### config.mk
export PLATFORM = sky130hd
export DESIGN_NAME = sdwc_host
export DESIGN_NICKNAME = d
export VERILOG_FILES = /design/src/include/sdwc_pkg.sv /design/src/hw/sdwc_refresh_sched.sv /design/src/hw/sdwc_host.sv
export SDC_FILE = /design/constraint.sdc
export NUM_CORES = 1
export LEC_CHECK = 0
export BUFFER_PORTS_ARGS = -buffer_cell sky130_fd_sc_hd__buf_2
export CORE_UTILIZATION = 35
export CTS_CLUSTER_SIZE = 10
export DETAILED_ROUTE_END_ITERATION = 8
export GPL_TIMING_DRIVEN = 0
export REMOVE_ABC_BUFFERS = 1
export SLEW_MARGIN = 10
export SYNTH_ARGS = -nofsm -noshare
export SYNTH_HDL_FRONTEND = slang
export SYNTH_SLANG_ARGS = --single-unit
### constraint.sdc
create_clock -name i_core_clk -period 2.6 [get_ports i_core_clk]
set_clock_uncertainty 0.1 [all_clocks]
set_input_delay 0.39 -clock i_core_clk [delete_from_list [all_inputs] [get_ports i_core_clk]]
set_output_delay 0.39 -clock i_core_clk [all_outputs]
set_load 0.01 [all_outputs]
### src/include/sdwc_pkg.sv
// package: command encodings, timing counts and carriers for the dram host
package sdwc_pkg;
   localparam int CLK_MHZ          = 10;
   localparam int REFI_NORM_NS     = 7800;
   localparam int REFI_HOT_NS      = 3900;
   // longest times round down
   localparam int REFI_NORM_CYC    = REFI_NORM_NS * CLK_MHZ / 1000;
   localparam int REFI_HOT_CYC     = REFI_HOT_NS * CLK_MHZ / 1000;
   localparam int RFC_NS           = 260;
   localparam int RP_NS            = 14;
   // least times round up
   localparam int RFC_CYC          = (RFC_NS * CLK_MHZ + 999) / 1000;
   localparam int RP_CYC           = (RP_NS * CLK_MHZ + 999) / 1000;
   localparam int VREF_WR_CLKS     = 512;
   localparam int MAX_POSTED       = 8;
   localparam int MAX_REF_BURST    = 16;
   localparam int ALLBANK_BIT      = 10;
   localparam int BURST_SEL_BIT    = 12;
   localparam int BEATS_CHOP       = 4;
   localparam int BEATS_FULL       = 8;

   // command pins cs_n, ras_n, cas_n, we_n
   localparam logic [3:0] CMD_DESELECT = 4'hF;
   localparam logic [3:0] CMD_NOP      = 4'h7;
   localparam logic [3:0] CMD_WRITE    = 4'h4;
   localparam logic [3:0] CMD_PRECHG   = 4'h2;
   localparam logic [3:0] CMD_REFRESH  = 4'h1;

   typedef enum logic [1:0] {
      SDWC_REQ_WRITE   = 2'h0,
      SDWC_REQ_PRECHG  = 2'h1,
      SDWC_REQ_SELFREF = 2'h2,
      SDWC_REQ_SREXIT  = 2'h3
   } sdwc_req_kind_t;

   typedef struct packed {
      logic [3:0]  cmd;
      logic [2:0]  bank;
      logic [13:0] addr;
      logic        cke;
   } sdwc_cmd_t;

   typedef struct packed {
      sdwc_req_kind_t kind;
      logic [2:0]     bank;
      logic [9:0]     col;
      logic           autoclose;
      logic           full_burst;
      logic           all_banks;
   } sdwc_req_t;
endpackage : sdwc_pkg

### src/hw/sdwc_refresh_sched.sv
// refresh debt tracking: interval timer, posted count and burst window
`timescale 1ns/10ps
module sdwc_refresh_sched
   import sdwc_pkg::*;
#(
   parameter int REFI_NORM = REFI_NORM_CYC,
   parameter int REFI_HOT  = REFI_HOT_CYC
) (
   // clock and reset
   input  wire logic       i_core_clk,
   input  wire logic       i_rst_n,
   // control
   input  wire logic       i_hot,
   input  wire logic       i_ref_issued,
   input  wire logic       i_in_selfref,
   // status
   output logic            o_need,
   output logic            o_urgent,
   output logic            o_window_ok
);
   initial begin
      if (REFI_HOT < 2 || REFI_NORM < REFI_HOT || REFI_NORM > 65536)
         $error("sdwc_refresh_sched: bad refresh interval");
   end

   logic [15:0] tick_q;
   logic [3:0]  owed_q;
   logic [16:0] win_q;
   logic [4:0]  win_cnt_q;
   logic [15:0] limit;

   assign limit = i_hot ? 16'(REFI_HOT - 1) : 16'(REFI_NORM - 1);

   // debt frozen during self refresh, which refreshes internally
   always_ff @(posedge i_core_clk or negedge i_rst_n) begin
      if (!i_rst_n) begin
         tick_q <= 16'h0000;
      end else if (i_in_selfref || tick_q >= limit) begin
         tick_q <= 16'h0000;
      end else begin
         tick_q <= tick_q + 16'h0001;
      end
   end

   always_ff @(posedge i_core_clk or negedge i_rst_n) begin
      if (!i_rst_n) begin
         owed_q <= 4'h0;
      end else begin
         case ({!i_in_selfref && tick_q >= limit, i_ref_issued})
            2'b10:   owed_q <= owed_q + 4'h1;
            2'b01:   owed_q <= (owed_q == 4'h0) ? 4'h0 : owed_q - 4'h1;
            default: owed_q <= owed_q;
         endcase
      end
   end

   // coarse 2x interval window holding at most sixteen commands
   always_ff @(posedge i_core_clk or negedge i_rst_n) begin
      if (!i_rst_n) begin
         win_q     <= 17'h00000;
         win_cnt_q <= 5'h00;
      end else if (win_q >= {limit, 1'b1}) begin
         win_q     <= 17'h00000;
         win_cnt_q <= {4'h0, i_ref_issued};
      end else begin
         win_q     <= win_q + 17'h00001;
         win_cnt_q <= win_cnt_q + {4'h0, i_ref_issued};
      end
   end

   assign o_need      = owed_q != 4'h0;
   assign o_urgent    = owed_q >= 4'(MAX_POSTED - 1);
   assign o_window_ok = win_cnt_q < 5'(MAX_REF_BURST);

   a_owed_bound: assert property (@(posedge i_core_clk)
      disable iff (!i_rst_n) owed_q <= 4'(MAX_POSTED + 1))
      else $error("refresh debt overrun");
endmodule : sdwc_refresh_sched

### src/hw/sdwc_host.sv
// dram host: write, precharge, refresh and self refresh command sequencer
// Function
// write drives cs low, ras high, cas low, we low with bank and column
// address bit ten high on write asks auto precharge after burst
// address bit twelve picks chopped four or full eight when enabled
// device stores a byte only where its write mask is low
// wait row precharge time after precharge before touching that bank
// other bank access allowed during auto precharge within timing limits
// precharge bit ten high closes all banks, low closes one bank
// precharged bank needs activate before read or write; host issues no activate and writes a precharged bank directly
// device treats precharge of idle bank as no operation
// device times precharge from the latest precharge to that bank
// refresh address is internal; address pins ignored
// refresh on average every 7.8 us, or 3.9 us when hot
// only no operation or deselect until refresh cycle time passes
// never more than eight refreshes postponed
// postponed count across self refresh stays at eight or fewer
// at most sixteen refreshes within twice the average interval
// clock enable high on precharge, activate and refresh
// close all banks with all-bank precharge before refresh
// device keeps data in self refresh without clock
// first write waits 512 clocks after reference valid again
// self refresh may host clock or loop changes
// deselect blocks new commands, work in progress continues
// no operation blocks unwanted commands, work continues
// refresh with clock enable falling and banks idle enters self refresh
// chopped burst carries four beats, full burst eight, mask per beat
// clock enable high with no operation leaves self refresh
`timescale 1ns/10ps
module sdwc_host
   import sdwc_pkg::*;
#(
   parameter int DQ_W      = 16,
   parameter int REFI_NORM = REFI_NORM_CYC,
   parameter int REFI_HOT  = REFI_HOT_CYC
) (
   // clock and reset
   input  wire logic              i_core_clk,
   input  wire logic              i_rst_n,
   // user requests
   input  wire logic              i_req_valid,
   input  sdwc_req_t              i_req,
   output logic                   o_req_ready,
   // user write data, one beat per cycle
   input  wire logic [DQ_W-1:0]   i_wr_data,
   input  wire logic [DQ_W/8-1:0] i_wr_mask,
   output logic                   o_wr_take,
   // user config
   input  wire logic              i_otf_enable,
   input  wire logic              i_hot,
   input  wire logic              i_vref_floated,
   input  wire logic              i_vref_valid,
   // dram pins
   output sdwc_cmd_t              o_dram_cmd,
   output logic [DQ_W-1:0]        o_dq,
   output logic                   o_dq_oe,
   output logic [DQ_W/8-1:0]      o_byte_write_mask,
   // status
   output logic                   o_in_selfref
);
   initial begin
      if (DQ_W < 8 || DQ_W % 8 != 0)
         $error("sdwc_host: data width must be whole bytes");
   end

   typedef enum logic [2:0] {
      SDWC_IDLE    = 3'h0,
      SDWC_BURST   = 3'h1,
      SDWC_WAIT    = 3'h2,
      SDWC_REFPRE  = 3'h3,
      SDWC_SELF    = 3'h4
   } sdwc_state_t;

   function automatic sdwc_cmd_t mk_cmd(input logic [3:0]  cmd,
                                        input logic [2:0]  bank,
                                        input logic [13:0] addr,
                                        input logic        cke);
      mk_cmd.cmd  = cmd;
      mk_cmd.bank = bank;
      mk_cmd.addr = addr;
      mk_cmd.cke  = cke;
   endfunction : mk_cmd

   sdwc_state_t state_q;
   sdwc_cmd_t   cmd_q;
   logic [8:0]  wait_q;
   logic [3:0]  beats_q;
   logic [7:0]  open_q;
   logic [9:0]  vref_q;
   logic [1:0]  vsync_q;
   logic [1:0]  fsync_q;
   logic        sref_q;
   logic        ref_issued;
   logic        ref_need;
   logic        ref_urgent;
   logic        win_ok;
   logic        vref_wait;
   logic [DQ_W-1:0]   dq_q;
   logic [DQ_W/8-1:0] mask_q;
   logic        dq_oe_q;
   logic        ready_q;
   logic        take_q;
   logic [3:0]  nbeats;

   // pins from the far side pass two flops first
   always_ff @(posedge i_core_clk or negedge i_rst_n) begin
      if (!i_rst_n) begin
         vsync_q <= 2'h0;
         fsync_q <= 2'h0;
      end else begin
         vsync_q <= {vsync_q[0], i_vref_valid};
         fsync_q <= {fsync_q[0], i_vref_floated};
      end
   end

   sdwc_refresh_sched #(
      .REFI_NORM (REFI_NORM),
      .REFI_HOT  (REFI_HOT)
   ) u_sched (
      .i_core_clk   (i_core_clk),
      .i_rst_n      (i_rst_n),
      .i_hot        (i_hot),
      .i_ref_issued (ref_issued),
      .i_in_selfref (sref_q),
      .o_need       (ref_need),
      .o_urgent     (ref_urgent),
      .o_window_ok  (win_ok)
   );

   // debt drops only when the refresh really issues: when urgent, or when no request is waiting
   assign ref_issued = state_q == SDWC_IDLE && ref_need && win_ok
                       && open_q == 8'h00 && (ref_urgent || !i_req_valid);
   assign vref_wait  = vref_q != 10'h000;
   // chopped or full; without on-the-fly selection always full
   assign nbeats = (i_otf_enable && !i_req.full_burst) ?
                   4'(BEATS_CHOP) : 4'(BEATS_FULL);

   // main sequencer
   always_ff @(posedge i_core_clk or negedge i_rst_n) begin
      if (!i_rst_n) begin
         state_q <= SDWC_IDLE;
         cmd_q   <= mk_cmd(CMD_NOP, 3'h0, 14'h0000, 1'b1);
         wait_q  <= 9'h000;
         beats_q <= 4'h0;
         sref_q  <= 1'b0;
      end else begin
         cmd_q <= mk_cmd(CMD_NOP, 3'h0, 14'h0000, !sref_q);
         case (state_q)
            SDWC_IDLE: begin
               if (ref_need && (ref_urgent || !i_req_valid) &&
                   open_q != 8'h00) begin
                  // all-bank close before refresh, R17 cke high
                  cmd_q   <= mk_cmd(CMD_PRECHG, 3'h0,
                                    14'(1 << ALLBANK_BIT), 1'b1);
                  wait_q  <= 9'(RP_CYC);
                  state_q <= SDWC_WAIT;
               end else if (ref_issued) begin
                  // address zero, R12 R16 scheduled by debt
                  cmd_q   <= mk_cmd(CMD_REFRESH, 3'h0, 14'h0000, 1'b1);
                  wait_q  <= 9'(RFC_CYC);
                  state_q <= SDWC_WAIT;
               end else if (i_req_valid) begin
                  case (i_req.kind)
                     SDWC_REQ_WRITE: begin
                        if (!vref_wait) begin
                           // write encoding
                           cmd_q <= mk_cmd(CMD_WRITE, i_req.bank,
                              {1'b0, i_req.full_burst, 1'b0,
                               i_req.autoclose, 10'(i_req.col)}, 1'b1);
                           beats_q <= nbeats;
                           state_q <= SDWC_BURST;
                        end
                     end
                     SDWC_REQ_PRECHG: begin
                        // one bank or all
                        cmd_q <= mk_cmd(CMD_PRECHG, i_req.bank,
                           14'({i_req.all_banks, 10'h000}), 1'b1);
                        wait_q  <= 9'(RP_CYC);
                        state_q <= SDWC_WAIT;
                     end
                     SDWC_REQ_SELFREF: begin
                        if (open_q == 8'h00) begin
                           // refresh with cke falling
                           cmd_q   <= mk_cmd(CMD_REFRESH, 3'h0,
                                             14'h0000, 1'b0);
                           sref_q  <= 1'b1;
                           state_q <= SDWC_SELF;
                        end
                     end
                     default: begin
                     end
                  endcase
               end
            end
            SDWC_BURST: begin
               beats_q <= beats_q - 4'h1;
               if (beats_q == 4'h1) begin
                  state_q <= SDWC_IDLE;
               end
            end
            SDWC_WAIT: begin
               wait_q <= wait_q - 9'h001;
               if (wait_q <= 9'h001) begin
                  state_q <= SDWC_IDLE;
               end
            end
            SDWC_SELF: begin
               // device holds data; clock may change meanwhile
               cmd_q <= mk_cmd(CMD_NOP, 3'h0, 14'h0000, 1'b0);
               if (i_req_valid && i_req.kind == SDWC_REQ_SREXIT) begin
                  // cke high with a no operation
                  cmd_q   <= mk_cmd(CMD_NOP, 3'h0, 14'h0000, 1'b1);
                  sref_q  <= 1'b0;
                  wait_q  <= 9'(RFC_CYC);
                  state_q <= SDWC_WAIT;
               end
            end
            default: state_q <= SDWC_IDLE;
         endcase
      end
   end

   // bank open tracking: writes assume prior activation elsewhere
   always_ff @(posedge i_core_clk or negedge i_rst_n) begin
      if (!i_rst_n) begin
         open_q <= 8'h00;
      end else if (cmd_q.cmd == CMD_PRECHG) begin
         if (cmd_q.addr[ALLBANK_BIT])
            open_q <= 8'h00;
         else
            open_q[cmd_q.bank] <= 1'b0;
      end else if (cmd_q.cmd == CMD_WRITE) begin
         // auto precharge marks the row closed the cycle after the write issues, with its first beat
         open_q[cmd_q.bank] <= !cmd_q.addr[ALLBANK_BIT];
      end
   end

   // reference settle counter after self refresh
   always_ff @(posedge i_core_clk or negedge i_rst_n) begin
      if (!i_rst_n) begin
         vref_q <= 10'h000;
      end else if (sref_q && fsync_q[1]) begin
         vref_q <= 10'(VREF_WR_CLKS);
      end else if (vref_wait && vsync_q[1]) begin
         vref_q <= vref_q - 10'h001;
      end
   end

   // write data path, mask per lane per beat
   always_ff @(posedge i_core_clk or negedge i_rst_n) begin
      if (!i_rst_n) begin
         dq_q    <= '0;
         mask_q  <= '1;
         dq_oe_q <= 1'b0;
         take_q  <= 1'b0;
      end else begin
         take_q  <= state_q == SDWC_BURST;
         dq_oe_q <= state_q == SDWC_BURST;
         dq_q    <= i_wr_data;
         mask_q  <= (state_q == SDWC_BURST) ? i_wr_mask : '1;
      end
   end

   always_ff @(posedge i_core_clk or negedge i_rst_n) begin
      if (!i_rst_n)
         ready_q <= 1'b0;
      else
         // self refresh still accepts its exit request
         ready_q <= state_q == SDWC_IDLE || state_q == SDWC_SELF;
   end

   assign o_req_ready       = ready_q;
   assign o_wr_take         = take_q;
   assign o_dram_cmd        = cmd_q;
   assign o_dq              = dq_q;
   assign o_dq_oe           = dq_oe_q;
   assign o_byte_write_mask = mask_q;
   assign o_in_selfref      = sref_q;

   a_refresh_quiet: assert property (@(posedge i_core_clk)
      disable iff (!i_rst_n)
      (cmd_q.cmd == CMD_REFRESH && cmd_q.cke) |=>
      (cmd_q.cmd == CMD_NOP || cmd_q.cmd == CMD_DESELECT) [*2])
      else $error("command during refresh cycle");
   a_cke_on_cmds: assert property (@(posedge i_core_clk)
      disable iff (!i_rst_n)
      (cmd_q.cmd == CMD_PRECHG) |-> cmd_q.cke)
      else $error("cke low on precharge");
   a_close_before_ref: assert property (@(posedge i_core_clk)
      disable iff (!i_rst_n)
      (cmd_q.cmd == CMD_REFRESH) |-> open_q == 8'h00)
      else $error("refresh with open bank");
   a_write_encode: assert property (@(posedge i_core_clk)
      disable iff (!i_rst_n)
      (cmd_q.cmd == CMD_WRITE) |-> cmd_q.cke &&
      cmd_q.bank == $past(i_req.bank) &&
      cmd_q.addr[9:0] == $past(i_req.col))
      else $error("write fields differ from request");
   a_write_autoclose: assert property (@(posedge i_core_clk)
      disable iff (!i_rst_n)
      (cmd_q.cmd == CMD_WRITE && cmd_q.addr[ALLBANK_BIT]) |=>
      !open_q[$past(cmd_q.bank)])
      else $error("auto precharge left bank open");
   a_otf_chop: assert property (@(posedge i_core_clk)
      disable iff (!i_rst_n)
      (cmd_q.cmd == CMD_WRITE && $past(i_otf_enable) &&
      !cmd_q.addr[BURST_SEL_BIT]) |-> beats_q == 4'(BEATS_CHOP))
      else $error("burst select bit ignored");
   a_burst_length: assert property (@(posedge i_core_clk)
      disable iff (!i_rst_n)
      $rose(dq_oe_q) |-> dq_oe_q [*4])
      else $error("burst shorter than four beats");
   a_chop_burst: assert property (@(posedge i_core_clk)
      disable iff (!i_rst_n)
      (cmd_q.cmd == CMD_WRITE && beats_q == 4'(BEATS_CHOP)) |=>
      dq_oe_q [*4] ##1 !dq_oe_q)
      else $error("chopped burst not four beats");
   a_full_burst: assert property (@(posedge i_core_clk)
      disable iff (!i_rst_n)
      (cmd_q.cmd == CMD_WRITE && beats_q == 4'(BEATS_FULL)) |=>
      dq_oe_q [*8] ##1 !dq_oe_q)
      else $error("full burst not eight beats");
   a_prechg_one: assert property (@(posedge i_core_clk)
      disable iff (!i_rst_n)
      (cmd_q.cmd == CMD_PRECHG && !cmd_q.addr[ALLBANK_BIT]) |=>
      !open_q[$past(cmd_q.bank)])
      else $error("precharged bank still open");
   a_vref_gate: assert property (@(posedge i_core_clk)
      disable iff (!i_rst_n)
      vref_wait |=> cmd_q.cmd != CMD_WRITE)
      else $error("write before reference settled");
   a_selfref_entry: assert property (@(posedge i_core_clk)
      disable iff (!i_rst_n)
      $rose(sref_q) |-> cmd_q.cmd == CMD_REFRESH && !cmd_q.cke)
      else $error("bad self refresh entry");
   a_selfref_exit: assert property (@(posedge i_core_clk)
      disable iff (!i_rst_n)
      $fell(sref_q) |-> cmd_q.cmd == CMD_NOP && cmd_q.cke)
      else $error("bad self refresh exit");
   a_selfref_cke: assert property (@(posedge i_core_clk)
      disable iff (!i_rst_n)
      sref_q |-> !cmd_q.cke)
      else $error("cke high in self refresh");
endmodule : sdwc_host

==> flow_summary.ini, run 1 <==
[worst_setup_path]
crit_fanout = 8
cp_cell_sequence = inv_1 -> ha_1 -> o21bai_1 -> a21oi_4 -> nor4_4 -> buf_4 -> ha_4 -> nand3_1 -> a21o_1 -> a22o_1
critPathLaunchType = flip-flop
slowest_stage = dfrtp_1
rrSetupSlack_ns = 0.15
critPathArrivalTime_ns = 2.66
cp_top_family = compound AO/OA/AOI/OAI gates
crit_start = u_sched.owed_q[0]
cp.required_ns = 2.81
path_class = flip-flop to flip-flop
end_kind = flip-flop
critPathBufInv = 2
worstReg2RegStart = u_sched.owed_q[0]
critPathMaxStageDelay_ns = 0.41

[placement]
post-dp-hpwl_um = 7730
placed_cells = 812
detailed_place.area_um2 = 6180
globalplace.congestion = 0.841
port_buffers = 83

[timing]
final-setup-viol-count = 0
clock.fmax_mhz = 408
finalCritPeriodShare_pct = 94.3
worstMarginPinSlew_ns = 0.913
final.min_clock_period_ns = 2.45
rsz0062_at_grt = no
drv_slew = 0
maxSlewHeadroom_pct = 38.2
finalHoldViolations = 0

[synthesis]
ys_warn_count = 0
syn_area_per_cell_um2 = 10.6
synth_seq_cells = 120
synth_cell_types = 67
seq_area_frac_synth_pct = 54.8
synth_enable_flop_cells = 0
ys.flop_type = dfrtp_1
syn_area_um2 = 5490
async_reset_ff_share_pct = 100
synth_cells = 518

[pwr]
power-per-cell-area_nw_per_um2 = 910
peakVddDrop_v = 0.000518
p_leak_nw = 3.26

[global_routing]
grt_first_pass_wirelength_um = 19700
grt_pass1_vias = 4202
grt_usage_pct = 15.3
overflow = 0
antenna_found_initial = 0
grt_max_degree = 83

[routing]
drc = 0
wl_per_cell_um = 13.4
num_vias = 4256
vias_per_cell = 4.90
ant_nets = 0
wl_um = 11600
dr.pass1.iters = 4
first_iter_violations = 210

[status]
status = complete, no violations

[cells_and_area]
fin_area_um2 = 7040
mostFrequentLayoutCell = dfrtp_1
drive_gt1_share_pct = 23.1
syn_to_final_growth_pct = 28.3
nNetsFinal = 715
final-instance-count-excl-fill = 868
layout_common_cells = dfrtp_1 (113), buf_2 (82), nor2_1 (58)
diodes = 0

[hold_path]
hp-class = primary input to flip-flop
hp-start = i_wr_mask[0]

[floorplanning]
die_x_um = 127
ios = 87
initial_core_util_pct = 36.0
core_area_um2 = 15300
dieHeight_um = 127
die_area_um2 = 16200
num_rows = 45

[clock_tree]
htree_num_levels = 4
cts_tree = yes
cts_buffers = 17
cts.clk_slew.worst_paths_ns = 0.06
cts_sinks = 120
root_buffer = clkbuf_16
clock_latency_ns = 0.42
cts_buffer_depth = 2

[run]
cap_violations = 0
-- cell type report --
type / count / area (um2)
Fill cell: 1445 / 8220
Tap cell: 211 / 264
Timing Repair Buffer: 108 / 677
Inverter: 26 / 97.6
Sequential cell: 120 / 3010
Multi-Input combinational cell: 371 / 2420
Clock buffer: 17 / 425
Clock inverter: 15 / 145
-- synth_stat cells (all sizes together), types with 11 or more instances --
library cell,n,area [um2]
dfrtp,114,2850
nor2,58,218
a21oi,29,145
ha,28,350
o21ai,27,139
inv,25,93.8
nand2,25,93.8
nand3,17,85.1
a31oi,16,100
and2,15,93.8
nor3,13,65.1
xor2,12,105
buf,11,65.1
nor4,11,75.1
xnor2,11,96.3
-- worst reg2reg max path: stages, from the launching register on --
cell      delay, ns
dfrtp_1        0.41
inv_1          0.09
ha_1           0.28
o21bai_1       0.26
a21oi_4        0.14
nor4_4         0.23
buf_4          0.20
ha_4           0.17
nand3_1        0.10
a21o_1         0.19
a22o_1         0.17
-- report_power, final --
group | total [mW] | switching [mW] | leakage, nW | internal [mW]
registers | 2.50 | 0.315 | 1.52 | 2.18
clock network | 2.24 | 0.911 | 0.271 | 1.33
logic | 1.68 | 0.917 | 1.47 | 0.761
total | 6.41 | 2.14 | 3.26 | 4.27
-- what timing repair did --
action | CTS | global route
gates resized for setup | 6 | 9
hold buffers | 19 | 0
hold endpoints to repair | 50 | 0
endpoints found under the setup margin | 18 | 17
pin swaps | 1 | 2
setup buffers | 2 | 3
-- flip-flops by register name, indices dropped and copies added (netlist names), 2 cells and up --
register	flops
o_dq	16
fsync_q	2
u_sched.win_q	17
state_q	3
u_sched.tick_q	16
beats_q	4
vref_q	10
open_q	8
wait_q	9
u_sched.win_cnt_q	5
vsync_q	2
o_byte_write_mask	2
o_dram_cmd	19
u_sched.owed_q	4
-- worst paths after layout --
path	end	cells after the start
worst min-delay path	o_byte_write_mask[0]	2
worst max register to register	u_sched.owed_q[3]	10
max in group asynchronous	u_sched.tick_q[0]	3
worst max-delay path	u_sched.owed_q[3]	10
min in group asynchronous	o_dram_cmd[3]	2
worst min register to register	fsync_q[1]	0
-- cells by family (layout without fill, tap and decap cells) --
family / after synthesis / count (layout) / share of synthesized area [%]
other cells: 1 / 19 / 0.0683
flops: 120 / 120 / 54.8
simple gates: 185 / 185 / 17.6
buf+inv: 45 / 166 / 3.60
mux: 3 / 3 / 0.592
xor+xnor: 23 / 23 / 3.67
compound gates: 113 / 113 / 13.3
fa+ha+maj: 28 / 28 / 6.38
-- routing by layer --
metal	vias to the layer above	part of all wire, %	global-route usage (%)
li1	2066	-	-
met1	2056	46	19.0
met2	114	48	24.9
met3	20	4.5	4.40
met4	0	1.6	6.51
met5	-	0	0
-- through the flow --
| stage | setup WS (ns) | util, % | hold WS [ns] | total power, mW | setup TNS, ns |
|---|---|---|---|---|---|
| 2_1_floorplan | 0.0198 | - | -0.00559 | 3.57 | 0 |
| 3_3_place_gp | -0.414 | 40.2 | 0.235 | 3.94 | -47.40 |
| 3_5_place_dp | -0.502 | 40.5 | 0.227 | 4.03 | -4.34 |
| 4_1_cts | 0.0239 | 45.8 | 0.0493 | 6.40 | 0 |
| 5_1_grt | 0.000699 | 46.2 | 0.0664 | 6.82 | 0 |
| 6_report | 0.147 | 46.2 | 0.0642 | 6.41 | 0 |
(Power assumes the default switching activity.)
==> inputs of run 2 (changes only) <==
--- a/config.mk
+++ b/config.mk
@@ -5,8 +5,8 @@
 export SDC_FILE = /design/constraint.sdc
 export NUM_CORES = 1
 export LEC_CHECK = 0
-export BUFFER_PORTS_ARGS = -buffer_cell sky130_fd_sc_hd__buf_2
-export CORE_UTILIZATION = 35
+export BUFFER_PORTS_ARGS = -buffer_cell sky130_fd_sc_hd__buf_4
+export CORE_UTILIZATION = 38
 export CTS_CLUSTER_SIZE = 10
 export DETAILED_ROUTE_END_ITERATION = 8
 export GPL_TIMING_DRIVEN = 0
==> run 2 against run 1 <==
Flip-flop and latch count unchanged. Die area down 7.8%. Cell area up 1.7%. Utilization up 5.0 points. Total power up 0.40%. Sequential power about the same. Via count down 0.63%. Register-to-register slack worse by 0.03 ns. Global-route usage up 1.6 points.
==> flow_summary.ini, run 2 (synthesis gave the netlist of run 1 again) <==
[clock_tree]
clock_latency_ns = 0.42
cts.clk_slew.worst_paths_ns = 0.06
cts_tree = yes
cts_buffers = 17
root_buffer = clkbuf_16
htree_num_levels = 4
cts_sinks = 120
cts_buffer_depth = 2

[cells_and_area]
layout_common_cells = dfrtp_1 (113), buf_4 (83), nor2_1 (58)
syn_to_final_growth_pct = 30.4
fin_util_pct = 51.2
mostFrequentLayoutCell = dfrtp_1
drive_gt1_share_pct = 22.1
diodes = 0
nNetsFinal = 711
largest_reg_flops = 19
final-instance-count-excl-fill = 833

[floorplanning]
die_area_um2 = 14900
core_area_um2 = 14000
dieHeight_um = 122
num_rows = 43
initial_core_util_pct = 39.3
die_x_um = 122
ios = 87

[pwr]
p_leak_nw = 3.30
peakVddDrop_v = 0.000510
p_sw_mw = 2.14
power-per-cell-area_nw_per_um2 = 899
p_int_mw = 4.30
pwr-share-comb_pct = 25.7
seq_power_share_pct = 38.8
swShare_pct = 33.2
pwr-share-clk_pct = 35.5

[run]
cap_violations = 0

[hold_path]
hp-start = i_wr_mask[1]
min_to = o_byte_write_mask[1]
hold_path_depth = 2
hp-class = primary input to flip-flop

[worst_setup_path]
rrSetupSlack_ns = 0.12
reg2reg_depth = 7
critPathLaunchType = flip-flop
cp.required_ns = 2.85
worstReg2RegStart = vref_q[0]
path_class = flip-flop to flip-flop
reg2reg_to = state_q[1]
critPathArrivalTime_ns = 2.73
crit_fanout = 7
end_kind = flip-flop

[timing]
clock.fmax_mhz = 403
maxSlewHeadroom_pct = 39.1
rsz0062_at_grt = no
finalCritPeriodShare_pct = 95.4
worstMarginPinSlew_ns = 0.912
drv_slew = 0
final.min_clock_period_ns = 2.48
finalHoldViolations = 0
final-setup-viol-count = 0

[routing]
wl_per_cell_um = 14.0
vias_per_cell = 5.08
dr.pass1.iters = 4
num_vias = 4229
ant_nets = 0
wl_um = 11700
drc = 0
first_iter_violations = 237

[placement]
port_buffers = 83
globalplace.congestion = 0.849
placed_cells = 781
post-dp-hpwl_um = 7810

[status]
status = complete, no violations

[global_routing]
grt_usage_pct = 16.9
antenna_found_initial = 0
grt_max_degree = 85
overflow = 0
grt_first_pass_wirelength_um = 19600
grt_pass1_vias = 4201
==> run 2: worst max-delay path, stage by stage (launching register included) <==
cell and delay [ns]:
dfrtp_1 0.38, inv_1 0.12, ha_1 0.18, or4b_1 0.62, or3_4 0.40, a221oi_2 0.26, o21ba_1 0.21, o21ai_2 0.13
==> run 2: power groups by stage <==
| stage | logic (mW) | clock network (mW) | registers, mW |
|---|---|---|---|
| 2_1_floorplan | 1.11 | 0 | 2.46 |
| 3_3_place_gp | 1.51 | 0 | 2.49 |
| 3_5_place_dp | 1.58 | 0 | 2.51 |
| 4_1_cts | 1.66 | 2.35 | 2.49 |
| 5_1_grt | 1.87 | 2.44 | 2.55 |
| 6_report | 1.66 | 2.28 | 2.50 |
==> run 2: repair_timing <==
| item | CTS | global route |
|---|---|---|
| setup buffers | 1 | 0 |
| hold buffers | 19 | 0 |
| endpoints found under the setup margin | 18 | 16 |
| gates resized for setup | 6 | 4 |
| hold endpoints to repair | 48 | 0 |
| pin swaps | 1 | 1 |
==> run 2: metrics by stage <==
stage	worst slack [ns]	power (mW)	hold slack (ns)	setup TNS [ns]	cell area (um2)
after global placement	-0.411	4.00	0.235	-3.32	6310
after CTS	0.0148	6.49	0.0488	0	7150
after detailed placement	-0.479	4.09	0.220	-4.41	6340
final	0.121	6.44	0.0723	0	7160
after global routing	0.00426	6.86	0.0529	0	7160
after floorplan	0.0198	3.57	-0.00559	0	5460
==> run 2: worst max-delay path by stage <==
stage / from / end
global route: u_sched.tick_q[0] / u_sched.owed_q[3]
detailed placement: u_sched.owed_q[0] / u_sched.owed_q[3]
CTS: u_sched.tick_q[0] / u_sched.owed_q[3]
global placement: u_sched.owed_q[0] / u_sched.owed_q[3]
floorplan: vref_q[0] / vref_q[7]
finish: vref_q[0] / state_q[1]
==> run 2: layout make-up <==
type	count	area (um2)
fill	1256	6830
sequential	120	3010
multi-input combinational	371	2400
timing repair buffer	104	852
clock buffer	19	443
tap	180	225
clock inverter	13	135
inverter	26	97.6
==> run 2: per-layer routing <==
| layer | part of all wire, % | routed length, um | vias to the layer above | track usage, % |
|---|---|---|---|---|
| met4 | 1.3 | 146 | 0 | 6.86 |
| met1 | 44 | 5080 | 2047 | 20.4 |
| li1 | - | - | 2056 | - |
| met2 | 50 | 5790 | 108 | 27.8 |
| met3 | 5.5 | 645 | 18 | 5.44 |
| met5 | 0 | 0 | - | 0 |
==> inputs of run 3 (changes only) <==
--- a/config.mk
+++ b/config.mk
@@ -10,6 +10,8 @@
 export CTS_CLUSTER_SIZE = 10
 export DETAILED_ROUTE_END_ITERATION = 8
 export GPL_TIMING_DRIVEN = 0
+export PLACE_DENSITY_LB_ADDON = 0.12
+export RECOVER_POWER = 25
 export REMOVE_ABC_BUFFERS = 1
 export SLEW_MARGIN = 10
 export SYNTH_ARGS = -nofsm -noshare
==> run 3 against run 2 <==
Clock-buffer cell count is 1 lower. Critical endpoint is now u_sched.owed_q[3]. Sequential power hardly changed. Die area stayed put. Setup slack better by 0.037 ns. Hold slack better by 0.013 ns. Critical path type unchanged. First-iteration DRC count is 30% higher. Utilization is 0.24 points higher. Largest power group unchanged. Non-clock buffer count is 3 higher. Combinational power hardly changed.
==> flow_summary.ini, run 3 (synthesis gave the netlist of run 1 again) <==
[timing]
drv_slew = 0
clock.fmax_mhz = 409
worstMarginPinSlew_ns = 1.01
maxSlewHeadroom_pct = 32.4
finalHoldViolations = 0
finalCritPeriodShare_pct = 93.9
rsz0062_at_grt = no
final-setup-viol-count = 0
final.min_clock_period_ns = 2.44

[clock_tree]
cts.clk_slew.worst_paths_ns = 0.06
htree_num_levels = 4
cts_sinks = 120
cts_tree = yes
cts_buffers = 17
root_buffer = clkbuf_16
clock_latency_ns = 0.41
cts_buffer_depth = 2

[placement]
globalplace.congestion = 0.829
port_buffers = 83
post-dp-hpwl_um = 7750
detailed_place.area_um2 = 6340
placed_cells = 781

[worst_setup_path]
reg2reg_to = u_sched.owed_q[3]
critPathLaunchType = flip-flop
critPathArrivalTime_ns = 2.64
path_class = flip-flop to flip-flop
worstReg2RegStart = open_q[0]
end_kind = flip-flop
crit_fanout = 8
cp.required_ns = 2.80
rrSetupSlack_ns = 0.16
reg2reg_depth = 7

[routing]
first_iter_violations = 307
vias_per_cell = 5.07
wl_um = 11600
drc = 0
dr.pass1.iters = 4
wl_per_cell_um = 13.9
ant_nets = 0
num_vias = 4241

[pwr]
p_leak_nw = 3.31
power-per-cell-area_nw_per_um2 = 909
peakVddDrop_v = 0.000563

[cells_and_area]
syn_to_final_growth_pct = 31.0
diodes = 0
fin_area_um2 = 7200
mostFrequentLayoutCell = dfrtp_1
final-instance-count-excl-fill = 836
drive_gt1_share_pct = 23.0
layout_common_cells = dfrtp_1 (113), buf_4 (68), nor2_1 (58)
largest_reg_flops = 19
fillerInstances = 1251
nNetsFinal = 714

[global_routing]
grt_usage_pct = 17.0
antenna_found_initial = 0
grt_first_pass_wirelength_um = 19900
overflow = 0
grt_max_degree = 88
grt_pass1_vias = 4161

[hold_path]
hp-class = primary input to flip-flop
hp-start = i_wr_mask[1]
hold_path_depth = 2
min_to = o_byte_write_mask[1]

[floorplanning]
die_x_um = 122
num_rows = 43
dieHeight_um = 122
die_area_um2 = 14900
core_area_um2 = 14000
ios = 87
initial_core_util_pct = 39.3

[run]
cap_violations = 0

[status]
status = complete, no violations
-- run 3: cell count changes in the layout (fill, tap and decap cells not counted), sizes merged --
| cell | previous run | this run |
|---|---|---|
| clkinv | 5 | 7 |
| buf | 85 | 69 |
| bufinv | 1 | 2 |
| clkbuf | 19 | 37 |
| inv | 33 | 30 |
| clkinvlp | 0 | 1 |
-- run 3: cell type report --
class	instances	area, um2	area share, %
repair buffers	107	852	11.8
clock inverters	14	164	2.28
well taps	180	225	3.13
flip-flops and latches	120	3010	41.9
clock buffers	18	439	6.10
multi-input cells	371	2410	33.4
inverters	26	97.6	1.36
-- run 3: routing by layer --
metal  global-route usage [%]  wire length (um)  up-vias
li1                         -                 -     2064
met3                     4.46               506       16
met1                     21.8              5230     2065
met2                     27.5              5700       96
met5                        0                 0        -
met4                     6.48               171        0
-- run 3: worst max path at each step --
stage | startpoint | endpoint | cells after the start
after floorplan | vref_q[0] | vref_q[7] | 7
after global placement | u_sched.owed_q[0] | u_sched.owed_q[3] | 9
after detailed placement | u_sched.owed_q[0] | u_sched.owed_q[3] | 9
after CTS | u_sched.tick_q[0] | u_sched.owed_q[3] | 11
after global routing | u_sched.owed_q[1] | u_sched.owed_q[3] | 9
final | open_q[0] | u_sched.owed_q[3] | 7
-- run 3: timing repair --
action	CTS	global route
hold buffers	19	0
pin swaps	1	2
resized for setup	7	6
endpoints found under the hold margin	47	0
buffers inserted	1	3
endpoints found under the setup margin	18	16
-- run 3: where the power goes --
group	switching, mW	total (mW)	leakage [nW]	internal (mW)
logic	0.914	1.69	1.51	0.775
registers	0.314	2.49	1.52	2.18
clock network	0.899	2.36	0.292	1.46
-- run 3: critical path, cell delays in order, from the launching register on --
cell and delay [ns]:
dfrtp_1 0.39, nor4_2 0.44, nand2_2 0.21, nor4_4 0.39, ha_2 0.33, nand3_1 0.12
a21o_1 0.19, a22o_1 0.17
-- run 3: per-stage QoR --
step,setup TNS [ns],util (%),hold WS (ns),worst slack (ns),power (mW)
after global placement,-3.51,45.1,0.239,-0.430,4.01
after floorplan,0,-,-0.00559,0.0198,3.57
final,0,51.4,0.0856,0.158,6.54
after detailed placement,-4.67,45.3,0.209,-0.514,4.08
after global routing,0,51.4,0.0749,0.0124,6.98
after CTS,0,51.3,0.0674,0.00744,6.57
